**config.mk**
```make
export PLATFORM = sky130hd
export DESIGN_NAME = srpo_top
export DESIGN_NICKNAME = d
export VERILOG_FILES = /design/src/pkg/srpo_pkg.sv /design/src/srpo_top.sv /design/src/srpo_pulse_scale.sv /design/src/srpo_pulse_nco.sv
export VERILOG_INCLUDE_DIRS = /design/src /design/src/pkg
export SDC_FILE = /design/constraint.sdc
export NUM_CORES = 2
export LEC_CHECK = 0
export ABC_AREA = 0
export BUFFER_PORTS_ARGS = -buffer_cell sky130_fd_sc_hd__buf_4
export CORE_MARGIN = 3
export CORE_UTILIZATION = 40
export CTS_CLUSTER_SIZE = 40
export DETAILED_ROUTE_END_ITERATION = 12
export GPL_ROUTABILITY_DRIVEN = 1
export GPL_TIMING_DRIVEN = 0
export PLACE_DENSITY = 0.52
export SLEW_MARGIN = 0
export SYNTH_ARGS = -nofsm -noshare
export SYNTH_HDL_FRONTEND = slang
export SYNTH_SLANG_ARGS = --single-unit
export TNS_END_PERCENT = 1
```
**constraint.sdc**
```tcl
create_clock -name ref_clk -period 11.7 [get_ports ref_clk]
set_input_delay 1.17 -clock ref_clk [delete_from_list [all_inputs] [get_ports ref_clk]]
set_output_delay 1.17 -clock ref_clk [all_outputs]
set_load 0.01 [all_outputs]
```
**src/pkg/srpo_consts.svh**
```systemverilog
`ifndef SRPO_CONSTS_SVH
`define SRPO_CONSTS_SVH

// clock and update timing
`define SRPO_CLK_HZ 200000000
`define SRPO_CLK_PERIOD_NS 5
`define SRPO_UPDATE_NS 1000
`define SRPO_UPDATE_CYCLES (`SRPO_UPDATE_NS / `SRPO_CLK_PERIOD_NS)
`define SRPO_NCO_HALF (`SRPO_CLK_HZ / 2)

// register byte offsets
`define SRPO_OFF_CTRL 12'h000
`define SRPO_OFF_PULSE_FS 12'h004
`define SRPO_OFF_FREQ_WIN 12'h008
`define SRPO_OFF_CUR_WIN 12'h00c
`define SRPO_OFF_FB_WIN 12'h010
`define SRPO_OFF_CUR_LIMIT 12'h014
`define SRPO_OFF_REF_SPAN 12'h018
`define SRPO_OFF_FB_SPAN 12'h01c
`define SRPO_OFF_SCALE 12'h020
`define SRPO_OFF_MOTOR_PWR 12'h024
`define SRPO_OFF_STATUS 12'h028
`define SRPO_OFF_PULSE_HZ 12'h02c

// control register fields and status word bits
`define SRPO_CTRL_RELAY_LSB 0
`define SRPO_CTRL_DO_LSB 8
`define SRPO_CTRL_LOCAL_BIT 16
`define SRPO_STAT_RELAY_BIT 28
`define SRPO_STAT_DO_BIT 29
`define SRPO_STAT_PMODE_BIT 30

// reset values
`define SRPO_RST_CTRL 32'h0000_0000
`define SRPO_RST_FS 14'h1388
`define SRPO_RST_LO 16'h0000
`define SRPO_RST_HI 16'hffff

// limits and scaling
`define SRPO_FS_MIN 14'h0096
`define SRPO_FS_MAX 14'h2710
`define SRPO_PULSE_MIN_HZ 14'h0010
`define SRPO_RUN_FREQ 16'h0001
`define SRPO_TEMP_LO 8'h14
`define SRPO_TEMP_HI 8'h64
`define SRPO_CW_RELAY_BIT 11
`define SRPO_CW_DO_BIT 12

// selector codes
`define SRPO_RELAY_LAST 5'h1b
`define SRPO_DO_REF 6'h15
`define SRPO_DO_FB 6'h1a
`define SRPO_DO_FREQ 6'h1b
`define SRPO_DO_CUR 6'h1c
`define SRPO_DO_PWR 6'h1d
`define SRPO_DO_TEMP 6'h1e
`define SRPO_DO_CW 6'h1f
`define SRPO_DO_SLEEP 6'h20

`endif

```
**src/pkg/srpo_pkg.sv**
```systemverilog
package srpo_pkg;

    // divider sequencer states
    typedef enum logic [1:0] {
        SRPO_IDLE = 2'b01,
        SRPO_DIV = 2'b10
    } srpo_div_state_t;

    // process value word
    typedef logic [15:0] srpo_val_t;

endpackage

```
**src/srpo_top.sv**
```systemverilog
`timescale 1ns/100ps
`include "srpo_consts.svh"

// Contract
// - relay closes while selected condition true
// - relay codes 0..27, 21 unused, 0 never
// - unit ready: card powered and ready
// - idle-ready and running-clean without warning
// - running: start or above 0.1 Hz
// - supply in range with no control input
// - alarm-or-warning and alarm-only conditions
// - current above programmed limit
// - six threshold comparison conditions
// - frequency, current, feedback outside window
// - reversing follows anticlockwise rotation
// - thermal warning from limits or thermistor
// - local operation when local bit set
// - relay bus code follows control bit 11
// - sleep below 0.1 Hz
// - digital output selector code map
// - status codes level, pulse codes frequency
// - full scale 150..10000 Hz, default 5000
// - pulse rate proportional over span
// - power pulse full scale at motor power
// - temperature pulse 20 to 100 degrees
// - no pulse rate below 16 Hz
// - digital bus code follows control bit 12
module srpo_top (
    input wire logic ref_clk,
    input wire logic rst,
    // apb slave
    input wire logic psel,
    input wire logic penable,
    input wire logic pwrite,
    input wire logic [11:0] paddr,
    input wire logic [31:0] pwdata,
    output logic [31:0] prdata,
    output logic pready,
    output logic pslverr,
    // converter status, same clock
    input wire logic cardPowered,
    input wire logic unitReady,
    input wire logic startCmd,
    input wire logic warningActive,
    input wire logic alarmActive,
    input wire logic onReference,
    input wire logic ctrlInputActive,
    input wire logic mainsInRange,
    input wire logic reverseRotation,
    input wire logic motorOverTemp,
    input wire logic inverterOverTemp,
    input wire logic thermistorTrip,
    input wire logic relayBusReq,
    input wire logic brakeRelease,
    input wire logic [15:0] busControlWord,
    // process values
    input wire logic [15:0] outFreq,
    input wire logic [15:0] outCurrent,
    input wire logic [15:0] feedback,
    input wire logic [15:0] reference,
    input wire logic [15:0] outPower,
    input wire logic [7:0] heatsinkTemp,
    // status outputs
    output logic relayClosed,
    output logic digitalOut
);
    localparam int UPD = `SRPO_UPDATE_CYCLES;

    ////////////////////////////////////////////////////////////////////////
    // register state
    logic [31:0] ctrl_q;
    logic [13:0] fullScale_q;
    logic [31:0] freqWin_q;
    logic [31:0] curWin_q;
    logic [31:0] fbWin_q;
    logic [15:0] curLimit_q;
    logic [31:0] refSpan_q;
    logic [31:0] fbSpan_q;
    logic [31:0] scale_q;
    logic [15:0] motorPower_q;
    logic [31:0] rdData_q;
    logic [7:0] tick_q;
    logic [27:0] cond_q;
    logic doLevel_q;
    logic pulseOn;
    logic [13:0] pulseFreq;

    ////////////////////////////////////////////////////////////////////////
    // field views
    wire [4:0] relaySel = ctrl_q[`SRPO_CTRL_RELAY_LSB +: 5];
    wire [5:0] doSel = ctrl_q[`SRPO_CTRL_DO_LSB +: 6];
    wire localMode = ctrl_q[`SRPO_CTRL_LOCAL_BIT];
    wire [15:0] freqLo = freqWin_q[15:0];
    wire [15:0] freqHi = freqWin_q[31:16];
    wire [15:0] curLo = curWin_q[15:0];
    wire [15:0] curHi = curWin_q[31:16];
    wire [15:0] feedback_low_threshold = fbWin_q[15:0];
    wire [15:0] feedback_high_threshold = fbWin_q[31:16];
    wire [15:0] feedback_minimum = fbSpan_q[15:0];
    wire [15:0] feedback_maximum = fbSpan_q[31:16];
    wire [15:0] refMin = refSpan_q[15:0];
    wire [15:0] refMax = refSpan_q[31:16];
    wire [15:0] freqMax = scale_q[15:0];
    wire [15:0] rated_inverter_current = scale_q[31:16];

    ////////////////////////////////////////////////////////////////////////
    // apb decode, zero wait states
    wire setup = psel && !penable;
    wire access = psel && penable;
    wire hitCtrl = paddr == `SRPO_OFF_CTRL;
    wire hitFs = paddr == `SRPO_OFF_PULSE_FS;
    wire hitFreqWin = paddr == `SRPO_OFF_FREQ_WIN;
    wire hitCurWin = paddr == `SRPO_OFF_CUR_WIN;
    wire hitFbWin = paddr == `SRPO_OFF_FB_WIN;
    wire hitCurLim = paddr == `SRPO_OFF_CUR_LIMIT;
    wire hitRefSpan = paddr == `SRPO_OFF_REF_SPAN;
    wire hitFbSpan = paddr == `SRPO_OFF_FB_SPAN;
    wire hitScale = paddr == `SRPO_OFF_SCALE;
    wire hitPwr = paddr == `SRPO_OFF_MOTOR_PWR;
    wire hitStat = paddr == `SRPO_OFF_STATUS;
    wire hitPHz = paddr == `SRPO_OFF_PULSE_HZ;
    wire hitAny = hitCtrl | hitFs | hitFreqWin | hitCurWin | hitFbWin |
                  hitCurLim | hitRefSpan | hitFbSpan | hitScale | hitPwr |
                  hitStat | hitPHz;
    wire wrEn = access && pwrite && hitAny;
    assign pready = 1'b1;
    assign pslverr = access && !hitAny;
    assign prdata = rdData_q;

    // full-scale writes are clamped into range
    wire [13:0] fsWr = pwdata[13:0];
    wire fsHigh = (pwdata[31:14] != '0) || (fsWr > `SRPO_FS_MAX);
    wire [13:0] fsClamp = fsHigh ? `SRPO_FS_MAX :
                          (fsWr < `SRPO_FS_MIN) ? `SRPO_FS_MIN : fsWr;

    ////////////////////////////////////////////////////////////////////////
    // status word seen by software
    wire [31:0] statusWord = {1'b0, pulseOn, digitalOut, relayClosed, cond_q};

    // read data is captured in setup so it comes from a flop in access
    wire [31:0] rdMux =
        hitCtrl ? {15'h0000, ctrl_q[16:0]} :
        hitFs ? {18'h00000, fullScale_q} :
        hitFreqWin ? freqWin_q :
        hitCurWin ? curWin_q :
        hitFbWin ? fbWin_q :
        hitCurLim ? {16'h0000, curLimit_q} :
        hitRefSpan ? refSpan_q :
        hitFbSpan ? fbSpan_q :
        hitScale ? scale_q :
        hitPwr ? {16'h0000, motorPower_q} :
        hitStat ? statusWord :
        hitPHz ? {18'h00000, pulseFreq} : 32'h0000_0000;

    ////////////////////////////////////////////////////////////////////////
    // configuration registers, written only in the access phase
    always_ff @(posedge ref_clk) begin
        if (rst) begin
            ctrl_q <= `SRPO_RST_CTRL;
            fullScale_q <= `SRPO_RST_FS;
            freqWin_q <= {`SRPO_RST_HI, `SRPO_RST_LO};
            curWin_q <= {`SRPO_RST_HI, `SRPO_RST_LO};
            fbWin_q <= {`SRPO_RST_HI, `SRPO_RST_LO};
            curLimit_q <= `SRPO_RST_HI;
            refSpan_q <= {`SRPO_RST_HI, `SRPO_RST_LO};
            fbSpan_q <= {`SRPO_RST_HI, `SRPO_RST_LO};
            scale_q <= {`SRPO_RST_HI, `SRPO_RST_HI};
            motorPower_q <= `SRPO_RST_HI;
        end else if (wrEn) begin
            if (hitCtrl) ctrl_q <= {15'h0000, pwdata[16:0]};
            if (hitFs) fullScale_q <= fsClamp;
            if (hitFreqWin) freqWin_q <= pwdata;
            if (hitCurWin) curWin_q <= pwdata;
            if (hitFbWin) fbWin_q <= pwdata;
            if (hitCurLim) curLimit_q <= pwdata[15:0];
            if (hitRefSpan) refSpan_q <= pwdata;
            if (hitFbSpan) fbSpan_q <= pwdata;
            if (hitScale) scale_q <= pwdata;
            if (hitPwr) motorPower_q <= pwdata[15:0];
        end
    end

    // read capture
    always_ff @(posedge ref_clk) begin
        if (rst) begin
            rdData_q <= 32'h0000_0000;
        end else if (setup) begin
            rdData_q <= pwrite ? 32'h0000_0000 : rdMux;
        end
    end

    ////////////////////////////////////////////////////////////////////////
    // control update enable
    wire tick = tick_q == 8'(UPD - 1);
    always_ff @(posedge ref_clk) begin
        if (rst || tick) begin
            tick_q <= 8'h00;
        end else begin
            tick_q <= tick_q + 8'h01;
        end
    end

    ////////////////////////////////////////////////////////////////////////
    // comparisons; frequency is counted in tenths of a hertz
    // running threshold
    wire running = startCmd || (outFreq > `SRPO_RUN_FREQ);
    wire sleeping = outFreq < `SRPO_RUN_FREQ;
    wire fAboveLo = outFreq > freqLo;
    wire fBelowHi = outFreq < freqHi;
    wire iAboveLo = outCurrent > curLo;
    wire iBelowHi = outCurrent < curHi;
    wire bAboveLo = feedback > feedback_low_threshold;
    wire bBelowHi = feedback < feedback_high_threshold;
    wire fInWin = (outFreq >= freqLo) && (outFreq <= freqHi);
    wire iInWin = (outCurrent >= curLo) && (outCurrent <= curHi);
    wire bInWin = (feedback >= feedback_low_threshold) &&
                  (feedback <= feedback_high_threshold);
    wire ready = cardPowered && unitReady;

    ////////////////////////////////////////////////////////////////////////
    // condition vector indexed by relay code
    wire [27:0] cond;
    assign cond[0] = 1'b0;
    assign cond[1] = ready;
    assign cond[2] = ready && !startCmd && !warningActive;
    assign cond[3] = running;
    assign cond[4] = running && onReference && !warningActive;
    assign cond[5] = startCmd && !warningActive;
    assign cond[6] = running && !warningActive && fInWin && iInWin && bInWin;
    assign cond[7] = ready && !ctrlInputActive && mainsInRange;
    assign cond[8] = alarmActive || warningActive;
    assign cond[9] = outCurrent > curLimit_q;
    assign cond[10] = alarmActive;
    assign cond[11] = fAboveLo;
    assign cond[12] = fBelowHi;
    assign cond[13] = iAboveLo;
    assign cond[14] = iBelowHi;
    assign cond[15] = bAboveLo;
    assign cond[16] = bBelowHi;
    assign cond[17] = relayBusReq;
    assign cond[18] = reverseRotation;
    assign cond[19] = motorOverTemp || inverterOverTemp || thermistorTrip;
    assign cond[20] = localMode;
    assign cond[21] = 1'b0;
    assign cond[22] = !fInWin;
    assign cond[23] = !iInWin;
    assign cond[24] = !bInWin;
    assign cond[25] = brakeRelease;
    assign cond[26] = busControlWord[`SRPO_CW_RELAY_BIT];
    assign cond[27] = sleeping;

    ////////////////////////////////////////////////////////////////////////
    // relay selection
    wire relayPick = (relaySel <= `SRPO_RELAY_LAST) ? cond[relaySel] : 1'b0;

    wire doIsPulse = (doSel == `SRPO_DO_REF) ||
                     ((doSel >= `SRPO_DO_FB) && (doSel <= `SRPO_DO_TEMP));
    wire doStatusCode = (doSel < `SRPO_DO_REF) ||
                        ((doSel > `SRPO_DO_REF) && (doSel < `SRPO_DO_FB));
    wire doPick = (doSel == 6'h00) ? cond[1] :
                  doStatusCode ? cond[doSel[4:0]] :
                  (doSel == `SRPO_DO_CW) ? busControlWord[`SRPO_CW_DO_BIT] :
                  (doSel == `SRPO_DO_SLEEP) ? sleeping : 1'b0;
    assign pulseOn = doIsPulse;

    // conditions sampled on every update, never latched
    always_ff @(posedge ref_clk) begin
        if (rst) begin
            cond_q <= '0;
            relayClosed <= 1'b0;
            doLevel_q <= 1'b0;
        end else if (tick) begin
            cond_q <= cond;
            relayClosed <= relayPick;
            doLevel_q <= doPick;
        end
    end

    ////////////////////////////////////////////////////////////////////////
    // pulse source selection
    // spans for reference, feedback, frequency, current
    // power spans zero to motor power
    // temperature spans 20 to 100 degrees
    wire selRef = doSel == `SRPO_DO_REF;
    wire selFb = doSel == `SRPO_DO_FB;
    wire selFreq = doSel == `SRPO_DO_FREQ;
    wire selCur = doSel == `SRPO_DO_CUR;
    wire selPwr = doSel == `SRPO_DO_PWR;
    wire [15:0] srcVal = selRef ? reference :
                         selFb ? feedback :
                         selFreq ? outFreq :
                         selCur ? outCurrent :
                         selPwr ? outPower : {8'h00, heatsinkTemp};
    wire [15:0] srcLo = selRef ? refMin :
                        selFb ? feedback_minimum :
                        (selFreq || selCur || selPwr) ? 16'h0000 :
                        {8'h00, `SRPO_TEMP_LO};
    wire [15:0] srcHi = selRef ? refMax :
                        selFb ? feedback_maximum :
                        selFreq ? freqMax :
                        selCur ? rated_inverter_current :
                        selPwr ? motorPower_q : {8'h00, `SRPO_TEMP_HI};

    // target recomputed every update; division ends well within one
    srpo_pulse_scale #(
        .W(16),
        .FW(14)
    ) u_scale (
        .clk(ref_clk),
        .rst(rst),
        .start(tick && doIsPulse),
        .value(srcVal),
        .spanLo(srcLo),
        .spanHi(srcHi),
        .fullScale(fullScale_q),
        .freqHz(pulseFreq)
    );

    // generator is held idle outside pulse mode
    logic ncoOut;
    wire [13:0] ncoFreq = doIsPulse ? pulseFreq : 14'h0000;
    srpo_pulse_nco #(
        .FW(14),
        .AW(27)
    ) u_nco (
        .clk(ref_clk),
        .rst(rst),
        .freqHz(ncoFreq),
        .pulseOut(ncoOut)
    );

    ////////////////////////////////////////////////////////////////////////
    // pulse train or status level on the digital output
    always_ff @(posedge ref_clk) begin
        if (rst) begin
            digitalOut <= 1'b0;
        end else begin
            digitalOut <= doIsPulse ? ncoOut : doLevel_q;
        end
    end
endmodule

```
**src/srpo_pulse_scale.sv**
```systemverilog
`timescale 1ns/100ps
`include "srpo_consts.svh"

module srpo_pulse_scale #(
    parameter int W = 16,
    parameter int FW = 14
) (
    input wire logic clk,
    input wire logic rst,
    input wire logic start,
    input wire logic [W-1:0] value,
    input wire logic [W-1:0] spanLo,
    input wire logic [W-1:0] spanHi,
    input wire logic [FW-1:0] fullScale,
    output logic [FW-1:0] freqHz
);
    localparam int NW = W + FW;

    srpo_pkg::srpo_div_state_t state_q;
    logic [NW-1:0] num_q;
    logic [NW-1:0] quo_q;
    logic [W-1:0] den_q;
    logic [W-1:0] rem_q;
    logic [5:0] cnt_q;

    ////////////////////////////////////////////////////////////////////////
    // clamp the value into its span, so the quotient never passes full scale
    wire spanOk = spanHi > spanLo;
    wire [W-1:0] span = spanHi - spanLo;
    wire [W-1:0] diff = (value <= spanLo) ? '0 :
                        (value >= spanHi) ? span : W'(value - spanLo);
    wire [NW-1:0] prod = NW'(diff) * NW'(fullScale);
    // one restoring division step per clock
    wire [W:0] remSh = {rem_q, num_q[NW-1]};
    wire ge = remSh >= {1'b0, den_q};
    wire [W:0] remSub = remSh - {1'b0, den_q};
    wire [W-1:0] remNx = ge ? remSub[W-1:0] : remSh[W-1:0];
    wire [NW-1:0] quoNx = {quo_q[NW-2:0], ge};
    wire tooSlow = quoNx < NW'(`SRPO_PULSE_MIN_HZ);

    ////////////////////////////////////////////////////////////////////////
    // proportional span division
    always_ff @(posedge clk) begin
        if (rst) begin
            state_q <= srpo_pkg::SRPO_IDLE;
            num_q <= '0;
            quo_q <= '0;
            den_q <= '0;
            rem_q <= '0;
            cnt_q <= '0;
            freqHz <= '0;
        end else begin
            case (state_q)
                srpo_pkg::SRPO_IDLE: begin
                    if (start && spanOk) begin
                        num_q <= prod;
                        den_q <= span;
                        rem_q <= '0;
                        quo_q <= '0;
                        cnt_q <= 6'(NW);
                        state_q <= srpo_pkg::SRPO_DIV;
                    end else if (start) begin
                        freqHz <= '0; // empty span gives no pulses
                    end
                end
                srpo_pkg::SRPO_DIV: begin
                    num_q <= {num_q[NW-2:0], 1'b0};
                    rem_q <= remNx;
                    quo_q <= quoNx;
                    cnt_q <= cnt_q - 6'h01;
                    if (cnt_q == 6'h01) begin
                        freqHz <= tooSlow ? '0 : quoNx[FW-1:0];
                        state_q <= srpo_pkg::SRPO_IDLE;
                    end
                end
                default: state_q <= srpo_pkg::SRPO_IDLE;
            endcase
        end
    end
endmodule

```
**src/srpo_pulse_nco.sv**
```systemverilog
`timescale 1ns/100ps
`include "srpo_consts.svh"

module srpo_pulse_nco #(
    parameter int FW = 14,
    parameter int AW = 27
) (
    input wire logic clk,
    input wire logic rst,
    input wire logic [FW-1:0] freqHz,
    output logic pulseOut
);
    localparam logic [AW:0] HALF = (AW+1)'(`SRPO_NCO_HALF);

    logic [AW-1:0] acc_q;

    // accumulating in hertz against half the clock rate gives an exact rate
    wire [AW:0] sum = {1'b0, acc_q} + (AW+1)'(freqHz);
    wire wrap = sum >= HALF;
    wire [AW:0] sumWrap = sum - HALF;

    ////////////////////////////////////////////////////////////////////////
    // square wave at freqHz
    always_ff @(posedge clk) begin
        if (rst || freqHz == '0) begin
            acc_q <= '0;
            pulseOut <= 1'b0;
        end else begin
            acc_q <= wrap ? sumWrap[AW-1:0] : sum[AW-1:0];
            pulseOut <= pulseOut ^ wrap;
        end
    end
endmodule

```
### Word-level counts from Yosys, hierarchy flattened

Cells that the tools add are included.

* $mul: 1
* reductions and logical operators: 62
* add/subtract/negate cells: 7
* mux-type cells: 59
* magnitude comparators: 31
* eq/ne operators: 26
* bitwise logic cells: 12

Operators by type and width (count)
* $mux W32: 10
* $mux W16: 16
* $mux W14: 8
* $gt A16 B16 Y1: 5
* $ge A16 B16 Y1: 4
* $le A16 B16 Y1: 4
* $mux W31: 2
* $pmux W30 S2: 1
* $pmux W29 S2: 1
* $eq A12 B5 Y1 const B: 4
* $eq A12 B6 Y1 const B: 4
* $lt A16 B16 Y1: 3
* $sub A16 B16 Y16: 3
* $eq A6 B5 Y1 const B: 6
* $pmux W16 S2: 1
* $lt A30 B5 Y1 const B: 1
* $mul A16 B14 Y30: 1
* $mux W30: 1
* $mux W29: 1
* $add A27 B14 Y28: 1
* $ge A28 B27 Y1 const B: 1
* $pmux W14 S2: 1
* $mux W27: 1
* $sub A27 B27 Y27 const B: 1
* 41 further kinds: 117

* output and inout port bits: 36
* flip-flop bits (word level): 465
* logic and storage cells: 223
* input bits: 167

### Depth between registers and ports, before layout

* depth in word-level cells: 15
* depth in mapped cells: 48
* gate-level depth less buffers: 45

### Hierarchy

A second synthesis with hierarchy kept.

* cells, all modules: 4599
* area total of the unflattened synthesis: 36123.4 um^2

By module, submodules not included
* srpo_top: times used 1, cells each 2430, seq. area each 6486.2 um^2, area each 18577.8 um^2
* srpo_pulse_scale: times used 1, cells each 1861, seq. area each 2262.2 um^2, area each 15095.7 um^2
* srpo_pulse_nco: times used 1, cells each 308, seq. area each 560.5 um^2, area each 2449.8 um^2

### Worst setup path after synthesis

No wires, ideal clock.

* kind: register -> register
* from: register ctrl_q[12]
* to: register u_scale.num_q[27]
* data required time: 11.568 ns
* period minus slack after synthesis: 10.184 ns
* stages on the path, launching flop included: 45
* path slack: 1.516 ns
* data arrival time: 10.052 ns
* buffers on the path: 4
* library setup time: 0.132 ns
* path through: dfxtp_1 -> clkbuf_1 -> nand2_1 -> nor3_1 -> clkbuf_1 -> nor2_1 -> a21oi_1 -> nor2_1 -> a211oi_1 -> a21oi_1 -> ha_1 -> nand2b_1 -> a21o_1 -> a21o_1 -> a21o_1 -> a21o_1 -> a2111oi_0 -> o31a_1 -> (+9 left out) -> fa_1 -> inv_1 -> fa_1 -> inv_1 -> fa_1 -> inv_1 -> fa_1 -> inv_1 -> ha_1 -> a2111o_1 -> a211oi_1 -> o21a_1 -> a211oi_1 -> o21ai_0 -> a21oi_1 -> or4_1 -> nand3_1 -> a21oi_1

* word-level cells in the longest chain between the ends: 12
* elaborated cells between the ends (all ways): 38
* those cells by class: add/sub: 2; mul: 1; order compare: 5; eq/ne: 6; mux: 17; reduce/logical: 7

Ends and longest elaborated chain
* start: declaration: RTL line srpo_top.sv:71 `logic [31:0] ctrl_q;`
* start signal: assignment: RTL line srpo_top.sv:159 `` ctrl_q <= `SRPO_RST_CTRL; ``
* start signal: assignment: RTL line srpo_top.sv:170 `if (hitCtrl) ctrl_q <= {15'h0000, pwdata[16:0]};`
* $eq A6 B5 Y1 (no line)
* $mux W16, or another cell as far along: RTL line srpo_top.sv:293 `selPwr ? outPower : {8'h00, heatsinkTemp};`
* $mux W16, or another cell as far along: RTL line srpo_top.sv:292 `selCur ? outCurrent :`
* $mux W16, or another cell as far along: RTL line srpo_top.sv:291 `selFreq ? outFreq :`
* $mux W16, on equally long branches: RTL line srpo_top.sv:290, srpo_top.sv:295, srpo_top.sv:299
* $mux W16, on equally long branches: RTL line srpo_top.sv:289, srpo_top.sv:294, srpo_top.sv:298
* $sub A16 B16 Y16, or another cell as far along: RTL line srpo_pulse_scale.sv:31 `(value >= spanHi) ? span : W'(value - spanLo);`
* $mux W16: RTL line srpo_pulse_scale.sv:31
* $mux W16: RTL line srpo_pulse_scale.sv:30 `wire [W-1:0] diff = (value <= spanLo) ? '0 :`
* $mul A16 B14 Y30: RTL line srpo_pulse_scale.sv:32 `wire [NW-1:0] prod = NW'(diff) * NW'(fullScale);`
* $mux W30: RTL line srpo_pulse_scale.sv:55 `if (start && spanOk) begin`
* $pmux W30 S2: RTL line srpo_pulse_scale.sv:53 `case (state_q)`
* end signal: assignment: RTL line srpo_pulse_scale.sv:56 `num_q <= prod;`
* end signal: assignment: RTL line srpo_pulse_scale.sv:67 `num_q <= {num_q[NW-2:0], 1'b0};`
* end: declaration: RTL line srpo_pulse_scale.sv:20 `logic [NW-1:0] num_q;`

Parallel ways exist; a longest one is shown, timed or not. The select of a mux whose other input is x is not followed.
A chain may end at the register's enable or synchronous reset.

### Final worst setup path

* from: register ctrl_q[13]
* to: register u_scale.num_q[27]

The elaborated chain is that of the path after synthesis.

==> impl_metrics.yaml <==
final_layout:
  fin_cells: 5826
  areaGrowthSynthToFinish_pct: 14.4
  final_nets: 5260
  utilization: 0.466
  layout-drive-gt1-share: 0.0938
  num-fill-cells: 8770
sta:
  max_slew.worst_pin.slew_ns: 1.42
  setup_viol: 0
  maxSlewViolCount: 0
  period_share: 0.966
  fmax_mhz: 88.5
  rsz0062_at_grt: "false"
  finalWorstSetupSlack_ns: 0.399
  timing_hold_violations_final: 0
  max-slew-margin-rel: 0.0469
  post-route-min-period_ns: 11.30
  clock_skew_ns: 0.0490
critical_path:
  crit_start: "ctrl_q[13]"
  crit_path_end_kind: "flip-flop"
  cp.required_ns: 12.17
  cp.arrival_ns: 11.77
  rr_startpoint: "ctrl_q[13]"
  reg2reg_depth: 35
  cp-start-kind: "flip-flop"
  crit_type: "flip-flop to flip-flop"
  max_stage_delay_ns: 1.00
  cp_max_fo: 10
  timing.rr.end: "u_scale.num_q[27]"
  crit_path_end: "u_scale.num_q[27]"
  worst_path_most_repeated_cell: "fa_1"
  ff2ff_setup_slack_ns: 0.40
  critical_path.slowest_cell: "a222oi_1"
routing:
  viasPerCell: 5.83
  drt-initial-drc-count: 3366
  vias: 33966
  drt_pre_antenna_iters: 8
  routed_wl_um: 155000
  post_drt_wl_per_cell_um: 26.6
  drcViolationCount: 0
  ant_nets: 0
global_route:
  grt_max_degree: 16
  gr-total-overflow: 0
  grt_pass1_vias: 32331
  grt_usage: 0.333
  grt_pass1_wl_um: 223000
  antenna_found_initial: 7
placed_design:
  place.gp.congestion: 1.01
  place_hpwl_um: 125000
  io_buffers: 180
  post-place-ws_ns: -1.65
  placedCellCount: 5721
clock_tree:
  root_buffer: "clkbuf_16"
  clkLatencyLatePin_ns: 0.65
  numCtsBuffers: 54
  htreeDepth: 2
  clkSinkCount: 465
  cts_hold_buf: 0
  path_clk_slew_ns: 0.06
  cts_tree: "yes"
  clock_path_buffers: 3
yosys:
  synth_top_area_share: 0.266
  synth_nets: 5021
  syn_area_per_cell_um2: 7.97
  synth_area_leaders: "dfxtp_1 (27%), ha_1 (10%), fa_1 (9.7%)"
  mappedNetlistArea_um2: 35000
  seq_area_frac_synth: 0.266
  synth_top_area_cell: "dfxtp_1"
  yosysUniqueCellTypes: 98
  syn_inst: 4396
  synthMostInstantiatedCell: "nand2_1"
  synth_flop_cell: "dfxtp_1"
  synthArstFlopShare: 0
  ys.warnings.count: 0
  synth.ff_latch_count: 465
  synth_edf_count: 0
  ys_top_cells_by_count: "nand2_1 (785), dfxtp_1 (465), a21oi_1 (392)"
floorplan:
  core_area_um2: 85900
  die_area_um2: 91200
  die_w_um: 302
  initial_core_util: 0.408
  ios: 203
  num_rows: 107
  dieHeight_um: 302
run_status:
  status: "finished clean"
power:
  peakVddDrop_uv: 116
  p_per_area_nw_per_um2: 108
  leakagePower_nw: 16.9
min_path:
  hp-start: "prdata[21]"
  min_path_type: "flip-flop to flip-flop"
run:
  timing.max_cap.violations: 0
-- per-layer routing --
layer,part of all wire,track usage,vias to the layer above
met4,0.061,0.165,2
met2,0.43,0.522,1564
met1,0.42,0.443,16367
li1,-,-,15685
met3,0.082,0.0564,348
met5,0.000084,0,-
-- worst min-delay path by stage --
stage,to,slack (ns),cells past startpoint
after floorplan,tick_q[0],0.42,1
after CTS,cond_q[9],0.45,2
after global placement,prdata[26],0.44,1
after detailed placement,prdata[21],0.44,1
after global routing,prdata[31],0.47,1
final,prdata[21],0.45,1
-- layout make-up --
cell class                 count  area [um2]  area share
timing repair buffer         186        1400      0.0348
buffer                       259        1060      0.0264
clock inverter                30         428      0.0107
tap                         1144        1430      0.0357
sequential                   465        9310       0.232
inverter                     375        1410      0.0351
clock buffer                  71        1540      0.0383
multi-input combinational   3294       23500       0.586
antenna                        2        5.00    0.000125
-- power by group --
group | switching (mW) | total (mW) | internal, mW
sequential | 0.000772 | 1.58 | 1.58
combinational | 0.524 | 0.838 | 0.313
clock | 0.773 | 1.90 | 1.13
-- cell families after synthesis --
logic type	count (synthesis)	share of synthesized area
compound gates	1013	0.191
mux	162	0.0478
other cells	1	0.000107
simple gates	1561	0.202
flops	465	0.266
xor+xnor	99	0.0248
buf+inv	637	0.0691
fa+ha+maj	458	0.200
-- worst max-delay path, delay by kind of cell (launching register included) --
| family | cells | cell delay, ns |
|---|---|---|
| mux | 1 | 0.27 |
| fa+ha+maj | 8 | 3.59 |
| xor+xnor | 1 | 0.46 |
| buf+inv | 5 | 1.21 |
| flops | 1 | 0.54 |
| compound gates | 11 | 3.11 |
| simple gates | 9 | 1.92 |
-- stage by stage --
stage | hold WS [ns] | total power [mW] | area, um2 | setup TNS (ns)
global placement | 0.437 | 2.44 | 37800 | -30.52
finish | 0.453 | 4.32 | 40100 | 0
detailed placement | 0.442 | 2.44 | 37800 | -19.53
floorplan | 0.425 | 2.15 | 35000 | 0
CTS | 0.454 | 4.33 | 39900 | 0
global route | 0.474 | 4.48 | 40100 | 0
-- layout by cell type, fill, tap and decap left out, types with 16 or more instances in the layout --
cell       netlist  routed
a211oi_1        30      24
a21o_1          72      72
a21oi_1        392     385
a221oi_1        27      26
a222oi_1        37      37
a22oi_1         69      68
a31oi_1         30      30
and2_1         103     103
and3_1          33      33
buf_2           15      16
buf_4            1     187
clkbuf_1       228     211
clkbuf_16        0      54
dfxtp_1        465     462
fa_1           169     169
ha_1           289     289
inv_1          375     375
mux2_2          41      41
mux2i_1        121     118
nand2_1        785     784
nand2b_1        25      25
nand3_1        121     121
nand4_1         40      40
nor2_1         244     241
nor2b_1         47      40
nor3_1          60      59
nor4_1          32      29
o211ai_1        74      74
o21a_1          29      29
o21ai_0        102     100
o21bai_1        16      16
xnor2_1         63      63
xor2_1          36      36
-- timing repair --
item	in CTS	in global routing
setup buffers	4	1
gates resized for setup	42	50
pin swaps	2	3
endpoints found under the hold margin	0	0
endpoints found under the setup margin	20	13
-- sequential cells by signal, indices dropped and copies added, names as in the netlist, 2 cells and up --
register,flops
u_scale.quo_q,29
fullScale_q,14
cond_q,26
curWin_q,32
u_scale.freqHz,14
u_scale.den_q,16
fbWin_q,32
fbSpan_q,32
freqWin_q,32
u_nco.acc_q,27
u_scale.rem_q,16
u_scale.num_q,30
u_scale.cnt_q,6
ctrl_q,17
scale_q,32
refSpan_q,32
prdata,32
u_scale.state_q,2
tick_q,8
curLimit_q,16
motorPower_q,16
No activity file was read; power rests on OpenSTA's default activity.
